===== src/core/ccpu_consts.svh =====
`ifndef CCPU_CONSTS_SVH
`define CCPU_CONSTS_SVH

// word offsets on the avalon bus (byte address = 4 * index)
`define CCPU_IDX_CC1_LOW      4'h0
`define CCPU_IDX_CC1_HIGH     4'h1
`define CCPU_IDX_CTL1         4'h2
`define CCPU_IDX_CC2_LOW      4'h3
`define CCPU_IDX_CC2_HIGH     4'h4
`define CCPU_IDX_CTL2         4'h5
`define CCPU_IDX_T1_LOW       4'h6
`define CCPU_IDX_T1_HIGH      4'h7
`define CCPU_IDX_T2           4'h8
`define CCPU_IDX_PERIOD       4'h9
`define CCPU_IDX_STATUS       4'ha
`define CCPU_IDX_ENABLE       4'hb
`define CCPU_IDX_TIMER_CTL    4'hc
`define CCPU_IDX_PORT         4'hd
// printed register offsets kept for reference
`define CCPU_OFS_CC1_LOW      8'h15
`define CCPU_OFS_CC1_HIGH     8'h16
`define CCPU_OFS_CTL1         8'h17
`define CCPU_OFS_CTL2         8'h1d
// control field positions
`define CCPU_MODE_LSB         0
`define CCPU_MODE_MSB         3
`define CCPU_DUTY_LSB         4
`define CCPU_DUTY_MSB         5
`define CCPU_CTL_IMPL_MASK    8'h3f
// reset values
`define CCPU_CTL_RESET        8'h00
`define CCPU_PERIOD_RESET     8'hff
// capture prescale counts
`define CCPU_PRESCALE_4       4'h3
`define CCPU_PRESCALE_16      4'hf
// status bits
`define CCPU_ST_MATCH1        0
`define CCPU_ST_MATCH2        1
`define CCPU_ST_T1_OVF        2

`endif


===== src/core/ccpu_pkg.sv =====
package ccpu_pkg;
    // mode_select_bits encodings
    typedef enum logic [3:0] {
        CCPU_OFF        = 4'h0,
        CCPU_CAP_FALL   = 4'h4,
        CCPU_CAP_RISE   = 4'h5,
        CCPU_CAP_RISE4  = 4'h6,
        CCPU_CAP_RISE16 = 4'h7,
        CCPU_CMP_HIGH   = 4'h8,
        CCPU_CMP_LOW    = 4'h9,
        CCPU_CMP_SOFT   = 4'ha,
        CCPU_CMP_TRIG   = 4'hb
    } ccpu_mode_t;

    typedef struct packed {
        logic [3:0] prescale_cnt;
        logic       pin_last;
        logic       out_latch;
        logic [1:0] duty_low_latch;
        logic [7:0] high_byte;
        logic [7:0] low_byte;
    } ccpu_unit_state_t;
endpackage : ccpu_pkg


===== src/core/ccpu_unit.sv =====
`timescale 1ns/10ps
`include "ccpu_consts.svh"

module ccpu_unit (
    input  wire logic        core_clk,     // system clock
    input  wire logic        rst_n,        // async reset, active low
    input  wire logic [5:0]  ctl,          // control bits 5..0
    input  wire logic        ctl_wr,       // control written this cycle
    input  wire logic        low_wr,       // low byte write strobe
    input  wire logic        high_wr,      // high byte write strobe
    input  wire logic [7:0]  wdata,        // write data
    input  wire logic        pin_in,       // pin level seen by edge detector
    input  wire logic [15:0] t1_value,     // sixteen_bit_timebase
    input  wire logic [9:0]  t2_ext,       // eight_bit_timebase with two low bits
    input  wire logic        t2_reload,    // period end reload
    output logic [7:0]       low_byte,     // capture_compare_low_byte
    output logic [7:0]       high_byte,    // capture_compare_high_byte
    output logic             unit_out,     // compare or pwm output latch
    output logic             match_evt,    // one-cycle event pulse
    output logic             trig_evt      // special event trigger pulse
);
    ccpu_pkg::ccpu_unit_state_t s_reg;
    ccpu_pkg::ccpu_unit_state_t s_next;
    logic [3:0] mode;
    logic       is_cap;
    logic       is_cmp;
    logic       is_pwm;
    logic       rise;
    logic       fall;
    logic       cap_evt;
    logic       cmp_hit;
    logic       evt_next;
    logic       trig_next;
    logic       evt_reg;
    logic       trig_reg;

    assign mode   = ctl[`CCPU_MODE_MSB:`CCPU_MODE_LSB];
    assign is_cap = (mode[3:2] == 2'b01);
    assign is_cmp = (mode[3:2] == 2'b10);
    assign is_pwm = (mode[3:2] == 2'b11);
    assign rise   = pin_in & ~s_reg.pin_last;
    assign fall   = ~pin_in & s_reg.pin_last;
    assign cmp_hit = is_cmp && ({s_reg.high_byte, s_reg.low_byte} == t1_value);

    // capture event selection per prescale code
    always_comb begin
        cap_evt = 1'b0;
        unique case (mode)
            ccpu_pkg::CCPU_CAP_FALL:   cap_evt = fall;
            ccpu_pkg::CCPU_CAP_RISE:   cap_evt = rise;
            ccpu_pkg::CCPU_CAP_RISE4:  cap_evt = rise && (s_reg.prescale_cnt[1:0] == 2'(`CCPU_PRESCALE_4));
            ccpu_pkg::CCPU_CAP_RISE16: cap_evt = rise && s_reg.prescale_cnt == `CCPU_PRESCALE_16;
            default:                   cap_evt = 1'b0;
        endcase
    end

    // next state of the unit
    always_comb begin
        s_next          = s_reg;
        s_next.pin_last = pin_in;
        evt_next        = 1'b0;
        trig_next       = 1'b0;
        if (low_wr) begin
            s_next.low_byte = wdata;
        end
        if (high_wr && !is_pwm) begin                          // high byte read-only in pwm
            s_next.high_byte = wdata;
        end
        // prescaler kept only while capturing; direct prescale switch leaves it
        if (!is_cap) begin
            s_next.prescale_cnt = 4'h0;
        end else if (rise) begin
            s_next.prescale_cnt = s_reg.prescale_cnt + 4'h1;
        end
        if (cap_evt) begin
            {s_next.high_byte, s_next.low_byte} = t1_value;
            evt_next = 1'b1;
        end
        if (cmp_hit) begin
            evt_next = 1'b1;
            unique case (mode)
                ccpu_pkg::CCPU_CMP_HIGH: s_next.out_latch = 1'b1;
                ccpu_pkg::CCPU_CMP_LOW:  s_next.out_latch = 1'b0;
                ccpu_pkg::CCPU_CMP_TRIG: trig_next = 1'b1;
                default:                 s_next.out_latch = s_reg.out_latch;
            endcase
        end
        if (is_pwm) begin
            // double buffered duty, loaded at period end keeps pwm glitchless
            if (t2_reload) begin
                s_next.high_byte      = s_reg.low_byte;
                s_next.duty_low_latch = ctl[`CCPU_DUTY_MSB:`CCPU_DUTY_LSB];
                s_next.out_latch      = ({s_reg.low_byte, ctl[5:4]} != 10'h000);
            // latch is registered, so look one count ahead to drop exactly at the match
            end else if ({s_reg.high_byte, s_reg.duty_low_latch} == 10'(t2_ext + 10'h001)) begin
                s_next.out_latch = 1'b0;
            end
        end
        // off forces the whole unit idle and output latch low
        if (mode == ccpu_pkg::CCPU_OFF) begin
            s_next.out_latch      = 1'b0;
            s_next.duty_low_latch = 2'h0;
        end
    end

    // single state register
    always_ff @(posedge core_clk or negedge rst_n) begin
        if (!rst_n) begin
            s_reg    <= '0;
            evt_reg  <= 1'b0;
            trig_reg <= 1'b0;
        end else begin
            s_reg    <= s_next;
            evt_reg  <= evt_next;
            trig_reg <= trig_next;
        end
    end

    assign low_byte  = s_reg.low_byte;
    assign high_byte = s_reg.high_byte;
    assign unit_out  = s_reg.out_latch;
    assign match_evt = evt_reg;
    assign trig_evt  = trig_reg;
endmodule : ccpu_unit


===== src/core/ccpu_top.sv =====
`timescale 1ns/10ps
`include "ccpu_consts.svh"


module ccpu_top (
    input  wire logic        core_clk,       // 50 mhz system clock
    input  wire logic        rst_n,          // async reset, active low
    input  wire logic [3:0]  address,        // avalon word address
    input  wire logic        read,           // avalon read
    input  wire logic        write,          // avalon write
    input  wire logic [31:0] writedata,      // avalon write data
    input  wire logic [3:0]  byteenable,     // avalon byte enables
    output logic [31:0]      readdata,       // avalon read data
    output logic             waitrequest,    // avalon wait
    input  wire logic        pin1_in,        // first event_pin level
    input  wire logic        pin2_in,        // second event_pin level
    input  wire logic        adc_enabled,    // converter is enabled
    output logic             pin1_out,       // first event_pin drive value
    output logic             pin1_oe,        // first event_pin drive enable
    output logic             pin2_out,       // second event_pin drive value
    output logic             pin2_oe,        // second event_pin drive enable
    output logic             adc_start       // conversion start pulse
);
    typedef struct packed {
        logic        ack;
        logic [31:0] rdata;
        logic [7:0]  ctl1;
        logic [7:0]  ctl2;
        logic [15:0] t1;
        logic [7:0]  t2;
        logic [1:0]  t2_sub;
        logic [7:0]  period;
        logic [2:0]  status;
        logic [2:0]  enable;
        logic [1:0]  timer_ctl;
        logic [3:0]  port;
        logic        adc_go;
    } ccpu_top_state_t;

    ccpu_top_state_t s_reg;
    ccpu_top_state_t s_next;
    logic [7:0]  u1_low;
    logic [7:0]  u1_high;
    logic [7:0]  u2_low;
    logic [7:0]  u2_high;
    logic        u1_out;
    logic        u2_out;
    logic        u1_evt;
    logic        u2_evt;
    logic        u1_trig;
    logic        u2_trig;
    logic        acc;
    logic        wr_go;
    logic        lane0;
    logic        t2_reload;
    logic [9:0]  t2_ext;
    logic        pin1_seen;
    logic        pin2_seen;

    assign acc   = (read | write) & ~s_reg.ack;
    // write lands at the edge where waitrequest is low, as the master expects
    assign wr_go = write & s_reg.ack & lane0;
    assign lane0 = byteenable[0];
    // eight_bit_timebase at period and sub count done: reload next
    assign t2_reload = s_reg.timer_ctl[1] && (s_reg.t2 == s_reg.period) && (s_reg.t2_sub == 2'h3);
    assign t2_ext    = {s_reg.t2, s_reg.t2_sub};
    // pin level plus port latch when driving out reaches the detector
    assign pin1_seen = s_reg.port[1] ? s_reg.port[0] : pin1_in;
    assign pin2_seen = s_reg.port[3] ? s_reg.port[2] : pin2_in;

    function automatic logic hit(input logic [3:0] idx);
        hit = wr_go && (address == idx);
    endfunction : hit

    // both units share one eight_bit_timebase for pwm
    ccpu_unit u_first (
        .core_clk  (core_clk),
        .rst_n     (rst_n),
        .ctl       (s_reg.ctl1[5:0]),
        .ctl_wr    (hit(`CCPU_IDX_CTL1)),
        .low_wr    (hit(`CCPU_IDX_CC1_LOW)),
        .high_wr   (hit(`CCPU_IDX_CC1_HIGH)),
        .wdata     (writedata[7:0]),
        .pin_in    (pin1_seen),
        .t1_value  (s_reg.t1),
        .t2_ext    (t2_ext),
        .t2_reload (t2_reload),
        .low_byte  (u1_low),
        .high_byte (u1_high),
        .unit_out  (u1_out),
        .match_evt (u1_evt),
        .trig_evt  (u1_trig)
    );

    ccpu_unit u_second (
        .core_clk  (core_clk),
        .rst_n     (rst_n),
        .ctl       (s_reg.ctl2[5:0]),
        .ctl_wr    (hit(`CCPU_IDX_CTL2)),
        .low_wr    (hit(`CCPU_IDX_CC2_LOW)),
        .high_wr   (hit(`CCPU_IDX_CC2_HIGH)),
        .wdata     (writedata[7:0]),
        .pin_in    (pin2_seen),
        .t1_value  (s_reg.t1),
        .t2_ext    (t2_ext),
        .t2_reload (t2_reload),
        .low_byte  (u2_low),
        .high_byte (u2_high),
        .unit_out  (u2_out),
        .match_evt (u2_evt),
        .trig_evt  (u2_trig)
    );

    // registers, timebases and bus answer
    always_comb begin
        s_next        = s_reg;
        s_next.ack    = acc;
        s_next.adc_go = 1'b0;
        // timebase increments only when enabled; 2-bit sub count feeds pwm
        if (s_reg.timer_ctl[0]) begin
            if (s_reg.t1 == 16'hffff) begin
                s_next.status[`CCPU_ST_T1_OVF] = 1'b1;
            end
            s_next.t1 = s_reg.t1 + 16'h0001;
        end
        // trigger clear skips the overflow flag
        if (u1_trig || u2_trig) begin
            s_next.t1 = 16'h0000;
        end
        if (u2_trig && adc_enabled) begin
            s_next.adc_go = 1'b1;
        end
        if (s_reg.timer_ctl[1]) begin
            s_next.t2_sub = s_reg.t2_sub + 2'h1;
            if (t2_reload) begin
                s_next.t2 = 8'h00;
            end else if (s_reg.t2_sub == 2'h3) begin
                s_next.t2 = s_reg.t2 + 8'h01;
            end
        end
        // software clears status bits by writing ones
        if (hit(`CCPU_IDX_STATUS)) begin
            s_next.status = s_reg.status & ~writedata[2:0];
        end
        // match flags set after clear so a same-cycle match event is not lost
        if (u1_evt) begin
            s_next.status[`CCPU_ST_MATCH1] = 1'b1;
        end
        if (u2_evt) begin
            s_next.status[`CCPU_ST_MATCH2] = 1'b1;
        end
        if (hit(`CCPU_IDX_CTL1)) begin
            s_next.ctl1 = writedata[7:0] & `CCPU_CTL_IMPL_MASK;
        end
        if (hit(`CCPU_IDX_CTL2)) begin
            s_next.ctl2 = writedata[7:0] & `CCPU_CTL_IMPL_MASK;
        end
        // software write comes last so it wins over the trigger clear
        if (hit(`CCPU_IDX_T1_LOW)) begin
            s_next.t1[7:0] = writedata[7:0];
        end
        if (hit(`CCPU_IDX_T1_HIGH)) begin
            s_next.t1[15:8] = writedata[7:0];
        end
        if (hit(`CCPU_IDX_T2)) begin
            s_next.t2     = writedata[7:0];
            s_next.t2_sub = 2'h0;
        end
        if (hit(`CCPU_IDX_PERIOD)) begin
            s_next.period = writedata[7:0];
        end
        if (hit(`CCPU_IDX_ENABLE)) begin
            s_next.enable = writedata[2:0];
        end
        if (hit(`CCPU_IDX_TIMER_CTL)) begin
            s_next.timer_ctl = writedata[1:0];
        end
        if (hit(`CCPU_IDX_PORT)) begin
            s_next.port = writedata[3:0];
        end
        // read mux; unmapped words read zero
        s_next.rdata = 32'h0000_0000;
        if (read && acc) begin
            unique case (address)
                `CCPU_IDX_CC1_LOW:   s_next.rdata = {24'h0, u1_low};
                `CCPU_IDX_CC1_HIGH:  s_next.rdata = {24'h0, u1_high};
                `CCPU_IDX_CTL1:      s_next.rdata = {24'h0, s_reg.ctl1};
                `CCPU_IDX_CC2_LOW:   s_next.rdata = {24'h0, u2_low};
                `CCPU_IDX_CC2_HIGH:  s_next.rdata = {24'h0, u2_high};
                `CCPU_IDX_CTL2:      s_next.rdata = {24'h0, s_reg.ctl2};
                `CCPU_IDX_T1_LOW:    s_next.rdata = {24'h0, s_reg.t1[7:0]};
                `CCPU_IDX_T1_HIGH:   s_next.rdata = {24'h0, s_reg.t1[15:8]};
                `CCPU_IDX_T2:        s_next.rdata = {24'h0, s_reg.t2};
                `CCPU_IDX_PERIOD:    s_next.rdata = {24'h0, s_reg.period};
                `CCPU_IDX_STATUS:    s_next.rdata = {29'h0, s_reg.status};
                `CCPU_IDX_ENABLE:    s_next.rdata = {29'h0, s_reg.enable};
                `CCPU_IDX_TIMER_CTL: s_next.rdata = {30'h0, s_reg.timer_ctl};
                `CCPU_IDX_PORT:      s_next.rdata = {28'h0, s_reg.port};
                default:             s_next.rdata = 32'h0000_0000;
            endcase
        end
    end

    // single state register
    always_ff @(posedge core_clk or negedge rst_n) begin
        if (!rst_n) begin
            s_reg        <= '0;
            s_reg.period <= `CCPU_PERIOD_RESET;
        end else begin
            s_reg <= s_next;
        end
    end

    // pin drive: unit latch in compare and pwm modes, port latch in off and capture modes
    always_ff @(posedge core_clk or negedge rst_n) begin
        if (!rst_n) begin
            pin1_out <= 1'b0;
            pin1_oe  <= 1'b0;
            pin2_out <= 1'b0;
            pin2_oe  <= 1'b0;
        end else begin
            pin1_out <= (s_next.ctl1[3:2] == 2'b00 || s_next.ctl1[3:2] == 2'b01)
                        ? s_next.port[0] : u1_out;
            pin1_oe  <= s_next.port[1];
            pin2_out <= (s_next.ctl2[3:2] == 2'b00 || s_next.ctl2[3:2] == 2'b01)
                        ? s_next.port[2] : u2_out;
            pin2_oe  <= s_next.port[3];
        end
    end

    assign readdata    = s_reg.rdata;
    assign waitrequest = ~s_reg.ack;
    assign adc_start   = s_reg.adc_go;
endmodule : ccpu_top


===== config.mk =====
export PLATFORM = sky130hd
export DESIGN_NAME = ccpu_top
export DESIGN_NICKNAME = d
export VERILOG_FILES = /design/src/core/ccpu_pkg.sv /design/src/core/ccpu_unit.sv /design/src/core/ccpu_top.sv
export VERILOG_INCLUDE_DIRS = /design/src /design/src/core
export SDC_FILE = /design/constraint.sdc
export NUM_CORES = 1
export LEC_CHECK = 0
export ABC_AREA = 1
export BUFFER_PORTS_ARGS = -buffer_cell sky130_fd_sc_hd__buf_2
export CORE_AREA = 2 2 163 165
export DETAILED_ROUTE_END_ITERATION = 12
export DIE_AREA = 0 0 165 167
export GPL_TIMING_DRIVEN = 0
export PLACE_DENSITY_LB_ADDON = 0.1
export SETUP_SLACK_MARGIN = 0.1
export SYNTH_ARGS = -nofsm -noshare
export SYNTH_HDL_FRONTEND = slang
export SYNTH_SLANG_ARGS = --single-unit

===== constraint.sdc =====
create_clock -name core_clk -period 3.7 [get_ports core_clk]
set_input_delay 0 -clock core_clk [delete_from_list [all_inputs] [get_ports core_clk]]
set_output_delay 0 -clock core_clk [all_outputs]
set_load 0.01 [all_outputs]

# [After elaboration in Yosys (flattened, before gate mapping)]
# Index checks and enable logic that the tools add are counted.
[op_classes] add_sub_neg=6 n_reduce_logical=56 bitwise=15 n_eq_ne=48 n_mux=57
[ops] cell="$pmux 8 s14" n=1
[ops] cell="$mux 8" n=9
[ops] cell="$mux 16" n=4
[ops] cell="$eq 4x4->1 const B" n=14
[ops] cell="$eq 4x3->1 const B" n=12
[ops] cell="$mux 10" n=4
[ops] cell="$eq 16x16->1" n=2
[ops] cell="$mux 4" n=7
[ops] cell="$logic_and 1x1->1" n=26
[ops] cell="$mux 1" n=23
[ops] cell="$mux 11" n=2
[ops] cell="$reduce_bool 2->1" n=11
[ops] cell="$eq 10x10->1" n=2
[ops] cell="$reduce_bool 10->1" n=2
[ops] cell="$add 16x1->16 const B" n=1
[ops] cell="$eq 16x16->1 const B" n=1
[ops] cell="$eq 2x2->1 const B" n=7
[ops] cell="$logic_not 4->1" n=3
[ops] cell="$add 10x1->10 const B" n=1
[ops] cell="$mux 3" n=3
[ops] cell="$reduce_bool 3->1" n=3
[ops] cell="$add 4x1->4 const B" n=2
[ops] cell="$add 8x1->8 const B" n=1
[ops] cell="$eq 2x1->1 const B" n=4
[ops] cell="other kinds (16)" n=37
[word_totals] output_inout_bits=38 reg_bits=148 input_bits=47

# [Longest topological paths before layout]
[depth] ltp_word=9 ltp_mapped=14 depth_no_buf=12

# [Hierarchy]
# Synthesis repeated with hierarchy kept, for this count alone.
[hier_totals] cells_unflattened=1413 area_unflattened_um2=9298.9
[modules_own_cells] mod="ccpu_top" instances=1 area_each_um2=4734.5 cells_per_inst=713 seq_area_each_um2=1761.7
[modules_own_cells] mod="ccpu_unit" instances=2 area_each_um2=2282.2 cells_per_inst=350 seq_area_each_um2=650.6

# [Least setup slack after synthesis]
# Ideal clock, no wire load.
[synth_path] kind="reg-to-reg" startpoint="reg s_reg[21] in the netlist's numbering" endpoint="reg u_second.s_reg[16] in the netlist's numbering" slack_ps=1925 arrival_ps=1649 t_required_ps=3574 setup_ps=126 path_stages_with_launch=13 synth_period_minus_slack_ps=1775 path_cell_list="dfrtp_1 -> ha_1 -> buf_2 -> nand2_1 -> a21oi_1 -> nand2_1 -> nor2_1 -> nand3_2 -> nor2_1 -> inv_1 -> buf_2 -> o21ai_0 -> a21oi_1"
[synth_via] elab_chain_cells=4
[synth_lines] item="from (decl)" line_no="ccpu_top.sv:40" source="ccpu_top_state_t s_reg;"
[synth_lines] item="from (signal assigned)" line_no="ccpu_top.sv:210" source="s_reg <= s_next;"
[synth_lines] item="$eq 2x2->1" line_no="ccpu_top.sv:65" source="assign t2_reload = s_reg.timer_ctl[1] && (s_reg.t2 == s_reg.period) && (s_reg.t2_sub == 2'h3);"
[synth_lines] item="$logic_and 1x1->1" line_no="ccpu_top.sv:65"
[synth_lines] item="$reduce_bool 2->1 (no line)"
[synth_lines] item="$reduce_and 2->1 (no line)"
[synth_lines] item="to (signal assigned)" line_no="ccpu_unit.sv:113" source="s_reg <= s_next;"
[synth_lines] item="to (decl)" line_no="ccpu_unit.sv:22" source="ccpu_pkg::ccpu_unit_state_t s_reg;"
# Every way passes these cells.
# A chain may end at the register's enable or synchronous reset.

# [Worst setup path after layout]
[layout_path] startpoint="reg s_reg[21] in the netlist's numbering" endpoint="reg u_second.s_reg[17] in the netlist's numbering"
# Same word-level chain as after synthesis.

==> summary.md <==
| Metric | Value |
|---|---|
| Crit path max-delay family | simple AND/OR/NAND/NOR gates |
| Crit Path Max Fanout | 10 |
| DIE HEIGHT | ~170 um |
| Syn Std Cell Area | 8370 sq um |
| DPL Wire Length | about 26000 um |
| Slew of the pin with the lowest slew margin | around 1.1 ns |
| Slew Limit Headroom | ~27% |
| Drt first pass iters | 5 |
| Cell taking the most area after synthesis | dfrtp_1 |
| CP bufs+invs | 3 |
| Vias in the first global route | 8177 |
| Area Overhead vs Synth | 17.3% |
| Total negative slack | 0 ns |
| Reg2reg end | u_second.s_reg[17] |
| Pwr dens | slightly below 600 nW/um^2 |
| Detail Route Antenna Nets | 0 |
| Initial DRC Count | 776 |
| Synth unique cells | 48 |
| Post-route clock period utilization | ~64% |
| Antenna fix cells | 0 |
| Most frequent cell after synthesis | nand2_1 |
| Worst setup SP type | flip-flop |
| R2r startpoint | s_reg[21] |
| Critical path cell sequence | ha_1 > buf_2 > nand2_1 > a21oi_1 > nand2_1 > nor2_1 > nand3_2 > nor2_1 > inv_1 > buf_2 > o21ai_0 > a21oi_1 |
| Largest net degree at the start of global routing | approximately 80 |
| Area of the core | approximately 26000 sq um |
| FFs w/ async S/R, synth | 100% |
| Outcome | completed |
| CP max stage delay | about 0.5 ns |
| RSZ-0062 raised after global routing | false |
| Initial antenna violation count | 0 |
| Drt total wl | 34200 um |
| Synth cell count leaders | nand2_1 (349), inv_1 (135), dfrtp_1 (114) |
| Layout Nets | around 1300 |
| Port Buffer Count | 33 |
| Post-Syn Instances | ~1200 |
| WL per Instance | around 21 um |
| Die extent in x | 165 um |
| Slew Viols, Final | 0 |
| Fin. Hold Viols | 0 |
| DP Cell Count | 1591 |
| Worst skew pair latency | roughly 0.44 ns |
| Max Root-Sink Buffers | 2 |
| Data required time of the critical path | between 4 and 5 ns |
| Yosys top cell area share | between 30 and 40% |
| Leak pwr | 4.85 nW |
| Hold WS | 0.0891 ns |
| Clk pin slew, worst setup/hold paths | approximately 0.060 ns |
| Via/cell ratio | around 5.2 |
| CP Capture Type | flip-flop |
| Seq/Total Area, Yosys | 36.6% |
| Hold crit path type | in -> async |
| Cells on worst reg2reg path | 12 |
| Number of buffers created by CTS | 17 |
| Crit path DAT | around 2.7 ns |
| Area contributors post-synth | dfrtp_1 (34%), nand2_1 (16%), inv_1 (6.1%) |
| Worst clock skew | around 0.0094 ns |
| VDD IR max | between 0.3 and 0.4 mV |
| Die ar. | between 20000 and 30000 sq um |
| Yosys reg bits | approximately 120 |
| CTS tree | built |
| H-tree lvl count | 4 |
| Post-synth top flop | dfrtp_1 |
| R2r setup slk | 1.32 ns |
| IO Pins | 85 |
| Crit path time final | ~2.4 ns |
| Final Wtd Congestion | approximately 0.93 |
| Clock sink count | approximately 120 |
| FP Rows | 59 |
| Max FFs per register | 56 |
| FMAX | about 0.42 GHz |
| Synthesized area per cell | between 6 and 7 sq um |
| EDFF count, synth | 0 |
| Grt ovf | 0 |
| Ys Warns | 0 |
| DR vias | around 8500 |
| Final instance count without filler cells | 1637 |
| Global-route wire length before repair | around 52000 um |
| DRC viols | 0 |
| Gr usage total | 25.5% |
| Critical setup path kind | reg -> reg |
| CTS root buf | clkbuf_16 |
| Starting Density | between 30% and 40% |
| Max Cap Viol | 0 |
| Setup violations, final | 0 |
| CP max stage cell | dfrtp_1 |
| Share of post-route cells with drive strength above 1 | about 15% |
| Fill cells | between 2000 and 3000 |
[per-stage QoR]
step | utilization, % | cell area (sq um) | power [mW] | setup WS (ns)
floorplan | - | 8460 | 3.21 | 1.93
global placement | 35.1 | 9040 | 3.90 | 0.681
detailed placement | 35.2 | 9080 | 3.90 | 1.37
CTS | 38.1 | 9820 | 5.71 | 1.33
global route | 38.1 | 9820 | 6.08 | 1.04
finish | 38.1 | 9820 | 5.72 | 1.32
[timing repair]
item / 4_1_cts / 5_1_grt
gates resized for setup: 0 / 0
hold endpoints to repair: 83 / 0
buffers inserted: 0 / 0
hold buffers: 14 / 0
[logic make-up (layout without fill, tap and decap cells)]
family	Yosys count	in the layout	share of synthesized area, %
other	1	24	0.0448
flip-flops	122	122	36.6
adder cells (fa/ha/maj)	6	6	0.896
AO/OA/AOI/OAI	224	224	16.2
AND/OR/NAND/NOR	617	617	32.9
XOR/XNOR	13	13	1.36
buffers and inverters	216	296	12.0
[per-layer routing]
| layer | vias up | global-route usage (%) | share of wire (%) |
|---|---|---|---|
| met1 | 4096 | 36.0 | 46 |
| li1 | 4091 | - | - |
| met2 | 298 | 40.0 | 46 |
| met3 | 51 | 3.86 | 5.4 |
| met4 | 0 | 7.94 | 2.9 |
| met5 | - | 0 | 0 |
[power by group]
part           internal (mW)  switching (mW)  leakage (nW)
Combinational          0.669            1.29          3.03
Sequential              1.60           0.388          1.53
Clock                   1.02           0.754         0.292
[worst reg2reg max path, cell delays in order, from the launching register on]
cell	delay (ns)
dfrtp_1	0.51
ha_1	0.19
buf_2	0.19
nand2_1	0.10
a21oi_1	0.13
nand2_1	0.06
nor2_1	0.13
nand3_2	0.20
nor2_1	0.15
inv_1	0.06
buf_2	0.18
o21ai_0	0.28
a21oi_1	0.07
[layout make-up]
type                    count  area (sq um)  share of cell area (%)
clock buffers              17           425                    4.33
flip-flops and latches    122          3060                    31.2
clock inverters            15           179                    1.82
multi-input cells         884          4390                    44.7
well taps                 335           419                    4.27
plain buffers              60           415                    4.23
repair buffers             48           339                    3.45
inverters                 156           593                    6.04
[cells in the final DEF (no fill, tap or decap), drive strengths merged, types with 16 or more instances in the layout]
| cell | Yosys | routed |
|---|---|---|
| nand2 | 363 | 363 |
| inv | 154 | 164 |
| nor2 | 123 | 123 |
| dfrtp | 114 | 114 |
| o21ai | 97 | 97 |
| nand3 | 91 | 91 |
| buf | 53 | 87 |
| a21oi | 40 | 40 |
| o22ai | 27 | 27 |
| conb | 1 | 24 |
| clkbuf | 7 | 24 |
| nand4 | 19 | 19 |
| o211ai | 18 | 18 |
| o221ai | 16 | 16 |
[how the worst max path moves through the flow]
stage                     startpoint            endpoint  slack (ns)  depth (start not counted)
after global routing       s_reg[21]  u_second.s_reg[17]        1.04                         12
after global placement         rst_n           s_reg[38]        0.68                          1
final                      s_reg[21]  u_second.s_reg[17]        1.32                         12
after CTS                  s_reg[21]  u_second.s_reg[16]        1.33                         12
after floorplan            s_reg[21]  u_second.s_reg[16]        1.93                         12
after detailed placement   s_reg[21]  u_second.s_reg[16]        1.37                         12
Note: power is estimated with default switching activity, not from simulation.
